<file path="src/ecc_pkg.sv">
// shared constants of the elapsed counter control block and its host bridge
package ecc_pkg;
    // device byte register map
    localparam logic [3:0] ADDR_SUBSEC0 = 4'h0;
    localparam logic [3:0] ADDR_SUBSEC1 = 4'h1;
    localparam logic [3:0] ADDR_SEC0    = 4'h2;
    localparam logic [3:0] ADDR_SEC3    = 4'h5;
    localparam logic [3:0] ADDR_CTRL_A  = 4'ha;
    localparam logic [3:0] ADDR_CTRL_B  = 4'hb;
    localparam logic [3:0] ADDR_STATUS  = 4'hc;
    localparam logic [7:0] CTRL_A_RESET = 8'h00;
    localparam logic [7:0] CTRL_B_RESET = 8'h00;
    // control a fields
    localparam int CA_SHADOW_REFRESH_ALLOW = 7;
    localparam int CA_OSC_RUN_BIT          = 6;
    localparam int CA_COUNT_SOURCE_HI      = 5;
    localparam int CA_COUNT_SOURCE_LO      = 4;
    localparam int CA_EVENT_LEVEL_POLARITY = 3;
    localparam int CA_SQUARE_OUTPUT_ON     = 2;
    localparam int CA_PERIODIC_IRQ_MASK    = 1;
    localparam int CA_ALARM_IRQ_MASK       = 0;
    // control b fields
    localparam int CB_PERIODIC_RATE_LSB    = 4;
    localparam int CB_SQUARE_RATE_LSB      = 0;
    // status and subseconds0 fields
    localparam int ST_UPDATE_BUSY_FLAG     = 6;
    localparam int ST_PERIODIC_FLAG        = 1;
    localparam int ST_ALARM_MATCH_FLAG     = 0;
    localparam int SS0_SQUARE_HOLD_BIT     = 0;
    localparam int SS0_FRAC_LSB            = 4;
    // count source codes
    localparam logic [1:0] SRC_ALWAYS  = 2'h0;
    localparam logic [1:0] SRC_EVENT   = 2'h1;
    localparam logic [1:0] SRC_MAIN    = 2'h2;
    localparam logic [1:0] SRC_BATTERY = 2'h3;
    // counter geometry and prescalers
    localparam int COUNT_W       = 44;
    localparam int SUBSEC_W      = 12;
    localparam int TICK_DIV_W    = 3;   // 32768 / 8 = 4096 Hz
    localparam int SQ_PRESC_W    = 16;
    localparam int SQ_FREE_BITS  = 3;   // taps for 8192 and 4096 Hz never held
    // host bridge apb map
    localparam logic [31:0] HB_CMD_OFFSET  = 32'h0000_0000;
    localparam logic [31:0] HB_STAT_OFFSET = 32'h0000_0004;
    localparam int HB_CMD_ADDR_LSB  = 0;
    localparam int HB_CMD_WDATA_LSB = 8;
    localparam int HB_CMD_WRITE_BIT = 16;
    localparam int HB_STAT_BUSY_BIT = 0;
    localparam int HB_STAT_RDATA_LSB = 8;
endpackage

</file>
<file path="src/ecc_bus_if.sv">
// byte-wide register port joining the host bridge and the counter device
`timescale 1ns/10ps
interface ecc_bus_if;
    logic [3:0] addr;
    logic [7:0] wdata;
    logic       wr_stb;
    logic       rd_stb;
    logic [7:0] rdata;
    logic       rd_ack;

    modport device (
        input  addr,
        input  wdata,
        input  wr_stb,
        input  rd_stb,
        output rdata,
        output rd_ack
    );
    modport host (
        output addr,
        output wdata,
        output wr_stb,
        output rd_stb,
        input  rdata,
        input  rd_ack
    );
endinterface

</file>
<file path="src/ecc_device.sv">
// elapsed counter: control registers, periodic flag, square wave and interrupt
//
// Design decision made here: the byte-wide register port; the APB slave port is in ecc_host.
`timescale 1ns/10ps
module ecc_device #(
    parameter int COUNT_W = ecc_pkg::COUNT_W
) (
    input  wire logic  core_clk,
    input  wire logic  reset,
    ecc_bus_if.device  bus,
    input  wire logic  osc_level,
    input  wire logic  event_gate_input,
    input  wire logic  on_battery,
    input  wire logic  power_fail,
    input  wire logic  alarm_match_set,
    output logic       osc_enable,
    output logic       counting,
    output logic       irq_n_o,
    output logic       irq_n_oe,
    output logic       square_wave_pin_o,
    output logic       square_wave_pin_oe
);
    // ------------------------------------------------------------
    // functions
    // ------------------------------------------------------------
    // low counter bits that must be zero for each periodic rate code
    function automatic logic [5:0] periodic_span(input logic [3:0] code);
        case (code)
            4'h1:    periodic_span = 6'h00;
            4'h2:    periodic_span = 6'h01;
            4'h3:    periodic_span = 6'h02;
            4'h4:    periodic_span = 6'h03;
            4'h5:    periodic_span = 6'h04;
            4'h6:    periodic_span = 6'h05;
            4'h7:    periodic_span = 6'h09;
            4'h8:    periodic_span = 6'h0a;
            4'h9:    periodic_span = 6'h0b;
            4'ha:    periodic_span = 6'h0c;
            4'hb:    periodic_span = 6'h12;
            4'hc:    periodic_span = 6'h18;
            4'hd:    periodic_span = 6'h1c;
            4'he:    periodic_span = 6'h1f;
            default: periodic_span = 6'h21;
        endcase
    endfunction

    function automatic logic counter_byte(input logic [3:0] a);
        counter_byte = (a <= ecc_pkg::ADDR_SEC3);
    endfunction

    // ------------------------------------------------------------
    // registers
    // ------------------------------------------------------------
    logic [7:0]         ctrl_a_q;
    logic [7:0]         ctrl_b_q;
    logic               periodic_flag_q;
    logic               alarm_match_flag_q;
    logic               square_prescaler_hold_q;
    logic [COUNT_W-1:0] count_q;
    logic [COUNT_W-1:0] user_copy_q;
    logic               user_dirty_q;
    logic               osc_prev_q;
    logic [ecc_pkg::TICK_DIV_W-1:0] tick_div_q;
    logic [ecc_pkg::SQ_PRESC_W-1:0] sq_presc_q;
    logic [7:0]         rdata_q;
    logic               rd_ack_q;
    logic               square_q;

    logic               shadow_refresh_allow;
    logic               osc_run_bit;
    logic [1:0]         count_source;
    logic               event_level_polarity;
    logic               square_output_on;
    logic               periodic_irq_mask;
    logic               alarm_irq_mask;
    logic [3:0]         periodic_rate_field;
    logic [3:0]         square_rate_field;

    assign shadow_refresh_allow = ctrl_a_q[ecc_pkg::CA_SHADOW_REFRESH_ALLOW];
    assign osc_run_bit          = ctrl_a_q[ecc_pkg::CA_OSC_RUN_BIT];
    assign count_source         = {ctrl_a_q[ecc_pkg::CA_COUNT_SOURCE_HI],
                                   ctrl_a_q[ecc_pkg::CA_COUNT_SOURCE_LO]};
    assign event_level_polarity = ctrl_a_q[ecc_pkg::CA_EVENT_LEVEL_POLARITY];
    assign square_output_on     = ctrl_a_q[ecc_pkg::CA_SQUARE_OUTPUT_ON];
    assign periodic_irq_mask    = ctrl_a_q[ecc_pkg::CA_PERIODIC_IRQ_MASK];
    assign alarm_irq_mask       = ctrl_a_q[ecc_pkg::CA_ALARM_IRQ_MASK];
    assign periodic_rate_field  = ctrl_b_q[ecc_pkg::CB_PERIODIC_RATE_LSB +: 4];
    assign square_rate_field    = ctrl_b_q[ecc_pkg::CB_SQUARE_RATE_LSB +: 4];

    logic wr_ctrl_a;
    logic wr_ctrl_b;
    logic wr_status;
    logic wr_count;
    logic te_rise;
    assign wr_ctrl_a = bus.wr_stb && (bus.addr == ecc_pkg::ADDR_CTRL_A);
    assign wr_ctrl_b = bus.wr_stb && (bus.addr == ecc_pkg::ADDR_CTRL_B);
    assign wr_status = bus.wr_stb && (bus.addr == ecc_pkg::ADDR_STATUS);
    assign wr_count  = bus.wr_stb && counter_byte(bus.addr);
    assign te_rise   = wr_ctrl_a && !shadow_refresh_allow
                       && bus.wdata[ecc_pkg::CA_SHADOW_REFRESH_ALLOW];

    always_ff @(posedge core_clk or posedge reset) begin
        if (reset) begin
            ctrl_a_q <= ecc_pkg::CTRL_A_RESET;
            ctrl_b_q <= ecc_pkg::CTRL_B_RESET;
        end else begin
            if (wr_ctrl_a) begin
                ctrl_a_q <= bus.wdata;
            end
            if (wr_ctrl_b) begin
                ctrl_b_q <= bus.wdata;
            end
        end
    end

    // ------------------------------------------------------------
    // oscillator and 4096 hz tick
    // ------------------------------------------------------------
    // the crystal model is outside; this output gates it
    assign osc_enable = osc_run_bit;

    logic osc_rise;
    logic tick;
    assign osc_rise = osc_run_bit && osc_level && !osc_prev_q;
    assign tick     = osc_rise && (&tick_div_q);

    always_ff @(posedge core_clk or posedge reset) begin
        if (reset) begin
            osc_prev_q <= 1'b0;
            tick_div_q <= '0;
        end else begin
            osc_prev_q <= osc_level;
            if (osc_rise) begin
                tick_div_q <= tick_div_q + 1'b1;
            end
        end
    end

    // ------------------------------------------------------------
    // count source and up counter
    // ------------------------------------------------------------
    logic event_active;
    always_comb begin
        event_active = (event_gate_input == event_level_polarity);
        case (count_source)
            ecc_pkg::SRC_ALWAYS:  counting = 1'b1;
            ecc_pkg::SRC_EVENT:   counting = event_active && !power_fail;
            ecc_pkg::SRC_MAIN:    counting = !on_battery;
            ecc_pkg::SRC_BATTERY: counting = on_battery;
            default:              counting = 1'b0;
        endcase
    end

    logic [COUNT_W-1:0] count_next;
    assign count_next = count_q + 1'b1;

    // a user load lands when the gate goes high again after writes
    always_ff @(posedge core_clk or posedge reset) begin
        if (reset) begin
            count_q <= '0;
        end else if (te_rise && user_dirty_q) begin
            count_q <= user_copy_q;
        end else if (tick && counting) begin
            count_q <= count_next;
        end
    end

    // ------------------------------------------------------------
    // user readable copy
    // ------------------------------------------------------------
    always_ff @(posedge core_clk or posedge reset) begin
        if (reset) begin
            user_copy_q  <= '0;
            user_dirty_q <= 1'b0;
        end else if (wr_count) begin
            user_dirty_q <= 1'b1;
            case (bus.addr)
                ecc_pkg::ADDR_SUBSEC0:
                    user_copy_q[3:0] <= bus.wdata[ecc_pkg::SS0_FRAC_LSB +: 4];
                ecc_pkg::ADDR_SUBSEC1:
                    user_copy_q[11:4] <= bus.wdata;
                default:
                    user_copy_q[8*(bus.addr-ecc_pkg::ADDR_SEC0)+ecc_pkg::SUBSEC_W +: 8]
                        <= bus.wdata;
            endcase
        end else if (tick && shadow_refresh_allow) begin
            user_copy_q  <= count_q;
            user_dirty_q <= 1'b0;
        end
    end

    // ------------------------------------------------------------
    // periodic and alarm flags
    // ------------------------------------------------------------
    logic [COUNT_W-1:0] span_mask;
    logic               periodic_hit;
    assign span_mask    = ({{(COUNT_W-1){1'b0}}, 1'b1} << periodic_span(periodic_rate_field))
                          - 1'b1;
    // counter keeps running whatever the flag does
    assign periodic_hit = tick && counting && (periodic_rate_field != 4'h0)
                          && ((count_next & span_mask) == '0);

    // set wins over a same-cycle status write
    always_ff @(posedge core_clk or posedge reset) begin
        if (reset) begin
            periodic_flag_q    <= 1'b0;
            alarm_match_flag_q <= 1'b0;
        end else begin
            if (periodic_hit) begin
                periodic_flag_q <= 1'b1;
            end else if (wr_status) begin
                periodic_flag_q <= 1'b0;
            end
            if (alarm_match_set) begin
                alarm_match_flag_q <= 1'b1;
            end else if (wr_status) begin
                alarm_match_flag_q <= 1'b0;
            end
        end
    end

    // no supply input gates the interrupt output; of the interrupt sources, supply inputs reach only the periodic flag, through the count source
    assign irq_n_o  = 1'b0;
    assign irq_n_oe = (periodic_flag_q && periodic_irq_mask)
                      || (alarm_match_flag_q && alarm_irq_mask);

    // ------------------------------------------------------------
    // square wave
    // ------------------------------------------------------------
    always_ff @(posedge core_clk or posedge reset) begin
        if (reset) begin
            square_prescaler_hold_q <= 1'b0;
        end else if (bus.wr_stb && (bus.addr == ecc_pkg::ADDR_SUBSEC0)) begin
            square_prescaler_hold_q <= bus.wdata[ecc_pkg::SS0_SQUARE_HOLD_BIT];
        end
    end

    // separate from the counter; of the counter writes only a subseconds0 write reaches it, through the hold bit
    always_ff @(posedge core_clk or posedge reset) begin
        if (reset) begin
            sq_presc_q <= '0;
        end else begin
            if (osc_rise) begin
                sq_presc_q[ecc_pkg::SQ_FREE_BITS-1:0] <=
                    sq_presc_q[ecc_pkg::SQ_FREE_BITS-1:0] + 1'b1;
            end
            if (square_prescaler_hold_q) begin
                sq_presc_q[ecc_pkg::SQ_PRESC_W-1:ecc_pkg::SQ_FREE_BITS] <= '0;
            end else if (osc_rise && (&sq_presc_q[ecc_pkg::SQ_FREE_BITS-1:0])) begin
                sq_presc_q[ecc_pkg::SQ_PRESC_W-1:ecc_pkg::SQ_FREE_BITS] <=
                    sq_presc_q[ecc_pkg::SQ_PRESC_W-1:ecc_pkg::SQ_FREE_BITS] + 1'b1;
            end
        end
    end

    // code 0 passes the oscillator level through, registered on core_clk
    always_ff @(posedge core_clk or posedge reset) begin
        if (reset) begin
            square_q <= 1'b0;
        end else if (!square_output_on || !osc_run_bit) begin
            square_q <= 1'b0;
        end else if (square_rate_field == 4'h0) begin
            square_q <= osc_level;
        end else begin
            square_q <= sq_presc_q[square_rate_field];
        end
    end

    assign square_wave_pin_o  = square_q;
    assign square_wave_pin_oe = !power_fail;

    // ------------------------------------------------------------
    // read port
    // ------------------------------------------------------------
    always_ff @(posedge core_clk or posedge reset) begin
        if (reset) begin
            rdata_q  <= 8'h00;
            rd_ack_q <= 1'b0;
        end else begin
            rd_ack_q <= bus.rd_stb;
            if (bus.rd_stb) begin
                case (bus.addr)
                    ecc_pkg::ADDR_SUBSEC0: rdata_q <= {user_copy_q[3:0], 3'h0,
                                                       square_prescaler_hold_q};
                    ecc_pkg::ADDR_SUBSEC1: rdata_q <= user_copy_q[11:4];
                    ecc_pkg::ADDR_CTRL_A:  rdata_q <= ctrl_a_q;
                    ecc_pkg::ADDR_CTRL_B:  rdata_q <= ctrl_b_q;
                    ecc_pkg::ADDR_STATUS:  rdata_q <= {1'b0, tick, 4'h0,
                                                       periodic_flag_q, alarm_match_flag_q};
                    default: begin
                        if (counter_byte(bus.addr)) begin
                            rdata_q <= user_copy_q[8*(bus.addr-ecc_pkg::ADDR_SEC0)
                                                   +ecc_pkg::SUBSEC_W +: 8];
                        end else begin
                            rdata_q <= 8'h00;
                        end
                    end
                endcase
            end
        end
    end

    assign bus.rdata  = rdata_q;
    assign bus.rd_ack = rd_ack_q;
endmodule

</file>
<file path="src/flat_wrapper.sv">
// flat-port wrapper written by rule: the top's interface ports become plain ports
module ecc_device_flat 
#(
    parameter int COUNT_W = ecc_pkg::COUNT_W
)
  (core_clk, reset, osc_level, event_gate_input, on_battery, power_fail, alarm_match_set, osc_enable, counting, irq_n_o, irq_n_oe, square_wave_pin_o, square_wave_pin_oe, bus_addr, bus_wdata, bus_wr_stb, bus_rd_stb, bus_rdata, bus_rd_ack);
  ecc_bus_if bus_i ();
  input  wire logic core_clk;
  input  wire logic reset;
  input  wire logic osc_level;
  input  wire logic event_gate_input;
  input  wire logic on_battery;
  input  wire logic power_fail;
  input  wire logic alarm_match_set;
  output logic osc_enable;
  output logic counting;
  output logic irq_n_o;
  output logic irq_n_oe;
  output logic square_wave_pin_o;
  output logic square_wave_pin_oe;
  input wire logic [$bits(bus_i.addr)-1:0] bus_addr;
  input wire logic [$bits(bus_i.wdata)-1:0] bus_wdata;
  input wire logic [$bits(bus_i.wr_stb)-1:0] bus_wr_stb;
  input wire logic [$bits(bus_i.rd_stb)-1:0] bus_rd_stb;
  output wire logic [$bits(bus_i.rdata)-1:0] bus_rdata;
  output wire logic [$bits(bus_i.rd_ack)-1:0] bus_rd_ack;
  assign bus_i.addr = bus_addr;
  assign bus_i.wdata = bus_wdata;
  assign bus_i.wr_stb = bus_wr_stb;
  assign bus_i.rd_stb = bus_rd_stb;
  assign bus_rdata = bus_i.rdata;
  assign bus_rd_ack = bus_i.rd_ack;
  ecc_device #(.COUNT_W(COUNT_W)) u_core (.core_clk(core_clk), .reset(reset), .bus(bus_i), .osc_level(osc_level), .event_gate_input(event_gate_input), .on_battery(on_battery), .power_fail(power_fail), .alarm_match_set(alarm_match_set), .osc_enable(osc_enable), .counting(counting), .irq_n_o(irq_n_o), .irq_n_oe(irq_n_oe), .square_wave_pin_o(square_wave_pin_o), .square_wave_pin_oe(square_wave_pin_oe));
endmodule
</file>
<file path="config.mk">
export PLATFORM = sky130hd
export DESIGN_NAME = ecc_device_flat
export DESIGN_NICKNAME = d
export VERILOG_FILES = /design/src/ecc_pkg.sv /design/src/ecc_bus_if.sv /design/src/ecc_device.sv /design/src/flat_wrapper.sv
export SDC_FILE = /design/constraint.sdc
export NUM_CORES = 1
export LEC_CHECK = 0
export ABC_AREA = 1
export ABC_CLOCK_PERIOD_IN_PS = 4200
export BUFFER_PORTS_ARGS = -buffer_cell sky130_fd_sc_hd__buf_4
export CAP_MARGIN = 5
export CORE_ASPECT_RATIO = 0.7
export CORE_MARGIN = 8
export CORE_UTILIZATION = 64
export CTS_CLUSTER_SIZE = 8
export DETAILED_ROUTE_END_ITERATION = 6
export GPL_TIMING_DRIVEN = 0
export PLACE_DENSITY_LB_ADDON = 0.25
export SLEW_MARGIN = 30
export SYNTH_ARGS = -nofsm -noshare
export SYNTH_HDL_FRONTEND = slang
export SYNTH_SLANG_ARGS = --single-unit
export TNS_END_PERCENT = 10
</file>
<file path="constraint.sdc">
create_clock -name core_clk -period 4.2 [get_ports core_clk]
set_input_delay 0.21 -clock core_clk [delete_from_list [all_inputs] [get_ports core_clk]]
set_output_delay 0.21 -clock core_clk [all_outputs]
set_load 0.01 [all_outputs]
</file>
==> impl_metrics.csv, run 1 <==
group,metric,value,unit
power,cellPowerDensity,546,mW/mm^2
grt,grt_usage,35.8,%
routing,antenna_left,0,
sta,setup_viol_count_final,0,
yosys,async_flop_share,100,%
placement,place.gp.congestion,1.02,
sta,worst_slew_pin_slew,1.04,ns
routing,drtIter0Drc,1850,
clock_network,cts.sinks,138,
sta,fin_crit_sh,87.3,%
setup_path,path_common_cell,"nand2_1",
routing,drc,0,
sta,fin_skew,0.0119,ns
yosys,yosysWarnings,0,
sta,max_freq,0.273,GHz
setup_path,startpoint_type,"register",
floorplanning,die_x,167,um
clock_network,clkTransAtPathRegs,0.07,ns
cells_and_area,syn_to_final_growth,11.8,%
hold_path,holdPathEnd,"u_core.ctrl_a_q[1]",
placement,port_buffers,34,
floorplanning,fp.coreArea,0.0155,sq mm
routing,post_drt_wl_per_cell,21.6,um
clock_network,cts_tree,"yes",
placement,pre_cts_ws,0.716,ns
grt,antenna_found_initial,2,
grt,grt.busiest_layer,"met2",
grt,grt_pass1_wl,56400,um
routing,dr.pass1.iters,7,
setup_path,r2r_slack,0.53,ns
grt,gr-usage-met3,13.1,%
setup_path,reg2reg_depth,12,
yosys,ys_seq_elements,138,
cells_and_area,instances_no_fill,1698,
setup_path,critPathTopFamily,"simple AND/OR/NAND/NOR gates",
yosys,synthesis.nets,1475,
sta,timing_hold_violations_final,0,
run_status,status,"finished, final reports clean",
clock_network,cts_buffer_depth,2,
grt,groute.layer.met1.usage,48.9,%
sta,worst_slack,0.534,ns
setup_path,r2r-start,"u_core.count_q[27]",
hold_path,min_delay_path_depth,3,
cells_and_area,diodes,0,
hold_path,hp-class,"input port to register",
floorplanning,fp.dieArea,0.0203,sq mm
cells_and_area,final_net_count,1533,
floorplanning,die_h,122,um
yosys,synth_common_cells,"nand2_1 (319), inv_1 (203), dfrtp_1 (138), nor2_1 (136), nand3_1 (102)",
yosys,synth.distinct_cells,64,
sta,min_period,3.67,ns
run,drv_cap,0,
sta,slew_violations,0,
setup_path,worstSetupPathType,"register to register",
clock_network,cts_resized,0,
floorplanning,io_pins,36,
yosys,synth_area,0.0102,sq mm
floorplanning,rows,38,
grt,grt_max_degree,80,
yosys,ys_top_cells_by_area,"dfrtp_1 (34%), nand2_1 (12%), inv_1 (7.5%)",
yosys,syn_inst,1427,
grt,grt_overflow_total,0,
grt,grt_pass1_vias,9912,
setup_path,cp_max_fo,5,
routing,num_vias,10964,
sta,slew_headroom,30.3,%
grt,grt.met2_usage,52.6,%
yosys,synth_top_cell_area_share,33.9,%
cells_and_area,drive_gt1_share,10.0,%
yosys,ys_dominant_reg_cell,"dfrtp_1",
setup_path,r2r_end,"u_core.periodic_flag_q",
placement,dp.final_hpwl,28100,um
power,p_leak,5.39,nW
placement,placedCellCount,1662,
clock_network,clock_latency,0.44,ns
yosys,synth_edf_count,0,
setup_path,max_stage_delay,0.81,ns
setup_path,crit_path_end_kind,"register",
setup_path,path_cells,"nand2_1 -> nor3_1 -> nand2_1 -> nor4_1 -> nand2_1 -> nor2_1 -> xor2_1 -> nand3_1 -> nand4_1 -> nor2_1 -> nand3_1 -> nand2_1",
setup_path,crit_buf_inv,0,
setup_path,crit_slowest_cell,"nor4_1",
yosys,syn_area_per_cell,7.14,sq um
yosys,seq_area_frac_synth,33.9,%
hold_path,worstHoldStart,"bus_wdata[1]",
setup_path,critical_path_arrival,3.98,ns
yosys,yosysMostFrequentCell,"nand2_1",
routing,via_per_inst,6.46,
routing,drt-total-wl,36700,um
power,irDropWorstVdd,355,uV
setup_path,crit_required,4.51,ns
clock_network,cts_made_buffers,17,
clock_network,root_buffer,"clkbuf_16",
clock_network,h-tree-depth,4,
sta,rsz0062_at_grt,"no",
floorplanning,initial_core_util,65.5,%
yosys,synth_largest_area_cell,"dfrtp_1",
==> metrics by stage <==
| step | area [sq um] | power [mW] | util (%) | hold WS (ns) | TNS (ns) |
|---|---|---|---|---|---|
| floorplan | 10200 | 3.68 | - | 0.241 | 0 |
| global placement | 10700 | 4.39 | 68.8 | 0.340 | -176.69 |
| detailed placement | 10700 | 4.45 | 69.0 | 0.261 | 0 |
| CTS | 11400 | 6.08 | 73.3 | 0.0421 | 0 |
| global route | 11400 | 6.49 | 73.3 | 0.0525 | 0 |
| finish | 11400 | 6.22 | 73.3 | 0.0409 | 0 |
==> final cells by class <==
class | count | area (sq um)
Multi-Input combinational cell | 1029 | 5700
Fill cell | 1249 | 4150
Sequential cell | 138 | 3450
Inverter | 217 | 830
Clock buffer | 17 | 425
Timing Repair Buffer | 39 | 323
Tap cell | 200 | 250
Buffer | 43 | 219
Clock inverter | 15 | 201
==> where the power goes <==
part / internal, mW / total, mW / switching, mW
logic: 0.815 / 2.59 / 1.78
clock network: 0.959 / 1.64 / 0.682
registers: 1.67 / 1.99 / 0.321
==> registers in the layout, summed over array words and instances, names as in the netlist, 3 cells and up <==
register            count
u_core.count_q         44
u_core.ctrl_b_q         8
u_core.tick_div_q       3
u_core.user_copy_q     44
u_core.sq_presc_q      16
u_core.bus.rdata        8
u_core.ctrl_a_q         8
==> layout by cell type (no fill, tap or decap), types with 12 or more instances in the layout <==
cell,count
nand2_1,319
inv_1,202
dfrtp_1,138
nor2_1,136
nand3_1,102
o21ai_0,90
o221ai_1,45
xor2_1,42
buf_4,38
nor3_1,37
a21oi_1,31
nand4_1,31
ha_1,27
clkbuf_1,23
o22ai_1,21
clkbuf_16,17
o211ai_1,14
a22oi_1,12
a31oi_1,12
==> what timing repair did <==
item,in CTS,in global routing
hold endpoints to repair,62,0
hold buffers,4,0
buffers inserted,0,0
==> tightest hold or removal path, cell delays in order <==
cell	delay [ns]
buf_4	0.10
nand2_1	0.05
o21ai_0	0.08
==> metal layers <==
layer / vias up / routed length (um)
met1: 5034 / 14600
met5: - / 9
met2: 864 / 14900
li1: 4940 / -
met3: 124 / 5990
met4: 2 / 1250
==> cells by family after synthesis <==
group                      share of synthesized area (%)
and+or+nand+nor                                     31.5
AOI/OAI and AO/OA                                   17.1
buffers and inverters                               10.2
DFF                                                 33.9
xor gates and xnor gates                            3.95
adders and majority gates                           3.32
other                                             0.0368
==> worst max-delay path by stage <==
stage,cells past startpoint,startpoint,slack [ns],to
final,12,u_core.count_q[27],0.53,u_core.periodic_flag_q
after global routing,22,u_core.ctrl_b_q[5],0.35,u_core.periodic_flag_q
after CTS,22,u_core.ctrl_b_q[5],0.67,u_core.periodic_flag_q
after detailed placement,22,u_core.ctrl_b_q[5],0.72,u_core.periodic_flag_q
after global placement,2,reset,-1.29,u_core.count_q[19]
after floorplan,1,reset,0.29,u_core.alarm_match_flag_q
Note: power is estimated with default switching activity, not from simulation.
==> inputs of run 2 (changes only) <==
PLACE_DENSITY = 0.87   (was default)
PLACE_DENSITY_LB_ADDON = default   (was 0.25)
==> impl_metrics.csv, run 2 (synthesized netlist as in run 1, its figures left out) <==
group,metric,value,unit
run_status,status,"finished, final reports clean",
floorplanning,fp.coreArea,0.0155,sq mm
power,irDropWorstVdd,358,uV
placement,port_buffers,34,
clock_network,cts_setup_buffers,0,
setup_path,worstSetupPathType,"register to register",
placement,dp.final_hpwl,28000,um
grt,antenna_found_initial,0,
clock_network,root_buffer,"clkbuf_16",
setup_path,cp_max_fo,6,
power,p_clk_share,25.1,%
clock_network,h-tree-depth,4,
routing,num_vias,10910,
floorplanning,fp.dieArea,0.0203,sq mm
sta,setup_viol_count_final,0,
grt,grt_pass1_wl,56600,um
power,internal-power,3.38,mW
placement,place.gp.congestion,1.07,
clock_network,clkTransAtPathRegs,0.07,ns
grt,grt_overflow_total,0,
power,total_power,6.12,mW
floorplanning,rows,38,
hold_path,hp-class,"input port to register",
floorplanning,initial_core_util,65.5,%
sta,rsz0062_at_grt,"no",
run,drv_cap,0,
routing,antenna_left,0,
setup_path,crit_required,4.51,ns
clock_network,cts_tree,"yes",
sta,max_freq,0.274,GHz
power,p_switching,2.75,mW
cells_and_area,mostFrequentLayoutCells,"nand2_1 (319), inv_1 (202), dfrtp_1 (138)",
sta,slew_headroom,30.5,%
power,pwr-share-seq,32.5,%
floorplanning,io_pins,36,
power,cellPowerDensity,539,mW/mm^2
sta,fin_crit_sh,87.0,%
routing,dr.pass1.iters,6,
sta,timing_hold_violations_final,0,
cells_and_area,final_common_cell,"nand2_1",
sta,slew_violations,0,
sta,worst_slew_pin_slew,1.03,ns
power,switching_share,44.8,%
cells_and_area,final_net_count,1533,
routing,drtIter0Drc,1761,
clock_network,cts_buffer_depth,2,
routing,drc,0,
floorplanning,die_h,122,um
cells_and_area,final_core_util,73.0,%
setup_path,startpoint_type,"register",
setup_path,r2r-start,"u_core.count_q[0]",
grt,grt_usage,35.9,%
setup_path,cp-startpoint,"u_core.count_q[0]",
clock_network,cts.sinks,138,
setup_path,crit_path_end_kind,"register",
grt,grt_max_degree,80,
routing,drt-total-wl,36200,um
cells_and_area,n_fill_cell,1228,
power,p_leak,5.36,nW
sta,min_period,3.65,ns
floorplanning,die_x,167,um
cells_and_area,drive_gt1_share,9.95,%
cells_and_area,syn_to_final_growth,11.4,%
sta,fin_skew,0.0135,ns
setup_path,critical_path_arrival,3.96,ns
routing,via_per_inst,6.43,
cells_and_area,reg_top3,"u_core.count_q: 44 flops, u_core.user_copy_q: 44 flops, u_core.sq_presc_q: 16 flops",
hold_path,worstHoldStart,"bus_wdata[1]",
clock_network,clock_latency,0.44,ns
power,combPwrFrac,42.4,%
clock_network,cts_made_buffers,17,
routing,post_drt_wl_per_cell,21.3,um
grt,grt_pass1_vias,10026,
## run 2: cell count changes in the layout (fill, tap and decap cells not counted), sizes merged
| cell | change |
|---|---|
| diode | +1 |
| clkbuf | +1 |
| bufinv | -1 |
| inv | -5 |
| clkinvlp | +3 |
| clkinv | +1 |
## run 2: cell type report
cell class / count / area (sq um) / share of cell area, %
clock inverters: 13 / 144 / 1.27
multi-input cells: 1029 / 5700 / 50.2
well taps: 200 / 250 / 2.20
clock buffers: 18 / 439 / 3.87
diodes: 1 / 2.50 / 0.0220
flip-flops and latches: 138 / 3450 / 30.4
plain buffers: 43 / 219 / 1.93
inverters: 217 / 830 / 7.30
repair buffers: 39 / 323 / 2.84
## run 2: routing by layer
metal | GRT usage [%] | wire, um
met1 | 49.3 | 14700
met2 | 50.8 | 14500
met3 | 14.3 | 5830
met4 | 11.8 | 1130
met5 | 0 | 0
## run 2: worst max-delay path: stages (launching register included)
cell     delay (ns)
dfrtp_1        0.49
ha_1           0.26
nand3_1        0.26
nor2_1         0.25
nand4_1        0.24
nor2_1         0.25
nand3_1        0.29
nor2_1         0.20
xor2_1         0.53
nand3_1        0.23
nand4_1        0.14
nor2_1         0.05
nand3_1        0.24
nand2_1        0.09
## run 2: timing repair
item / in CTS / in global routing
resized for setup: 0 / 0
hold buffers: 4 / 0
endpoints found under the hold margin: 62 / 0
## run 2: worst paths after layout
path	slack (ns)	endpoint	depth (start not counted)
setup / recovery	0.55	u_core.periodic_flag_q	13
hold / removal	0.04	u_core.ctrl_a_q[1]	3
setup reg to reg	0.55	u_core.periodic_flag_q	13
hold reg to reg	0.46	u_core.sq_presc_q[15]	1
max in group asynchronous	3.10	u_core.user_copy_q[11]	4
min in group asynchronous	0.33	u_core.bus.rd_ack	3
## run 2: power by group through the flow
stage / clock network, mW / registers [mW] / logic [mW]
floorplan: 0 / 1.89 / 1.79
global placement: 0 / 1.98 / 2.42
detailed placement: 0 / 1.99 / 2.48
CTS: 1.52 / 1.97 / 2.50
global route: 1.57 / 2.02 / 2.83
finish: 1.54 / 1.99 / 2.59
## run 2: metrics by stage
| step | std cells | hold WS [ns] | setup TNS (ns) | setup slack (ns) | cell area [sq um] |
|---|---|---|---|---|---|
| 2_1_floorplan | 1427 | 0.241 | 0 | 0.294 | 10200 |
| 3_3_place_gp | 1661 | 0.341 | -179.08 | -1.31 | 10700 |
| 3_5_place_dp | 1662 | 0.264 | 0 | 0.656 | 10700 |
| 4_1_cts | 1697 | 0.0326 | 0 | 0.636 | 11400 |
| 5_1_grt | 1697 | 0.0425 | 0 | 0.277 | 11400 |
| 6_report | 1698 | 0.0371 | 0 | 0.547 | 11400 |
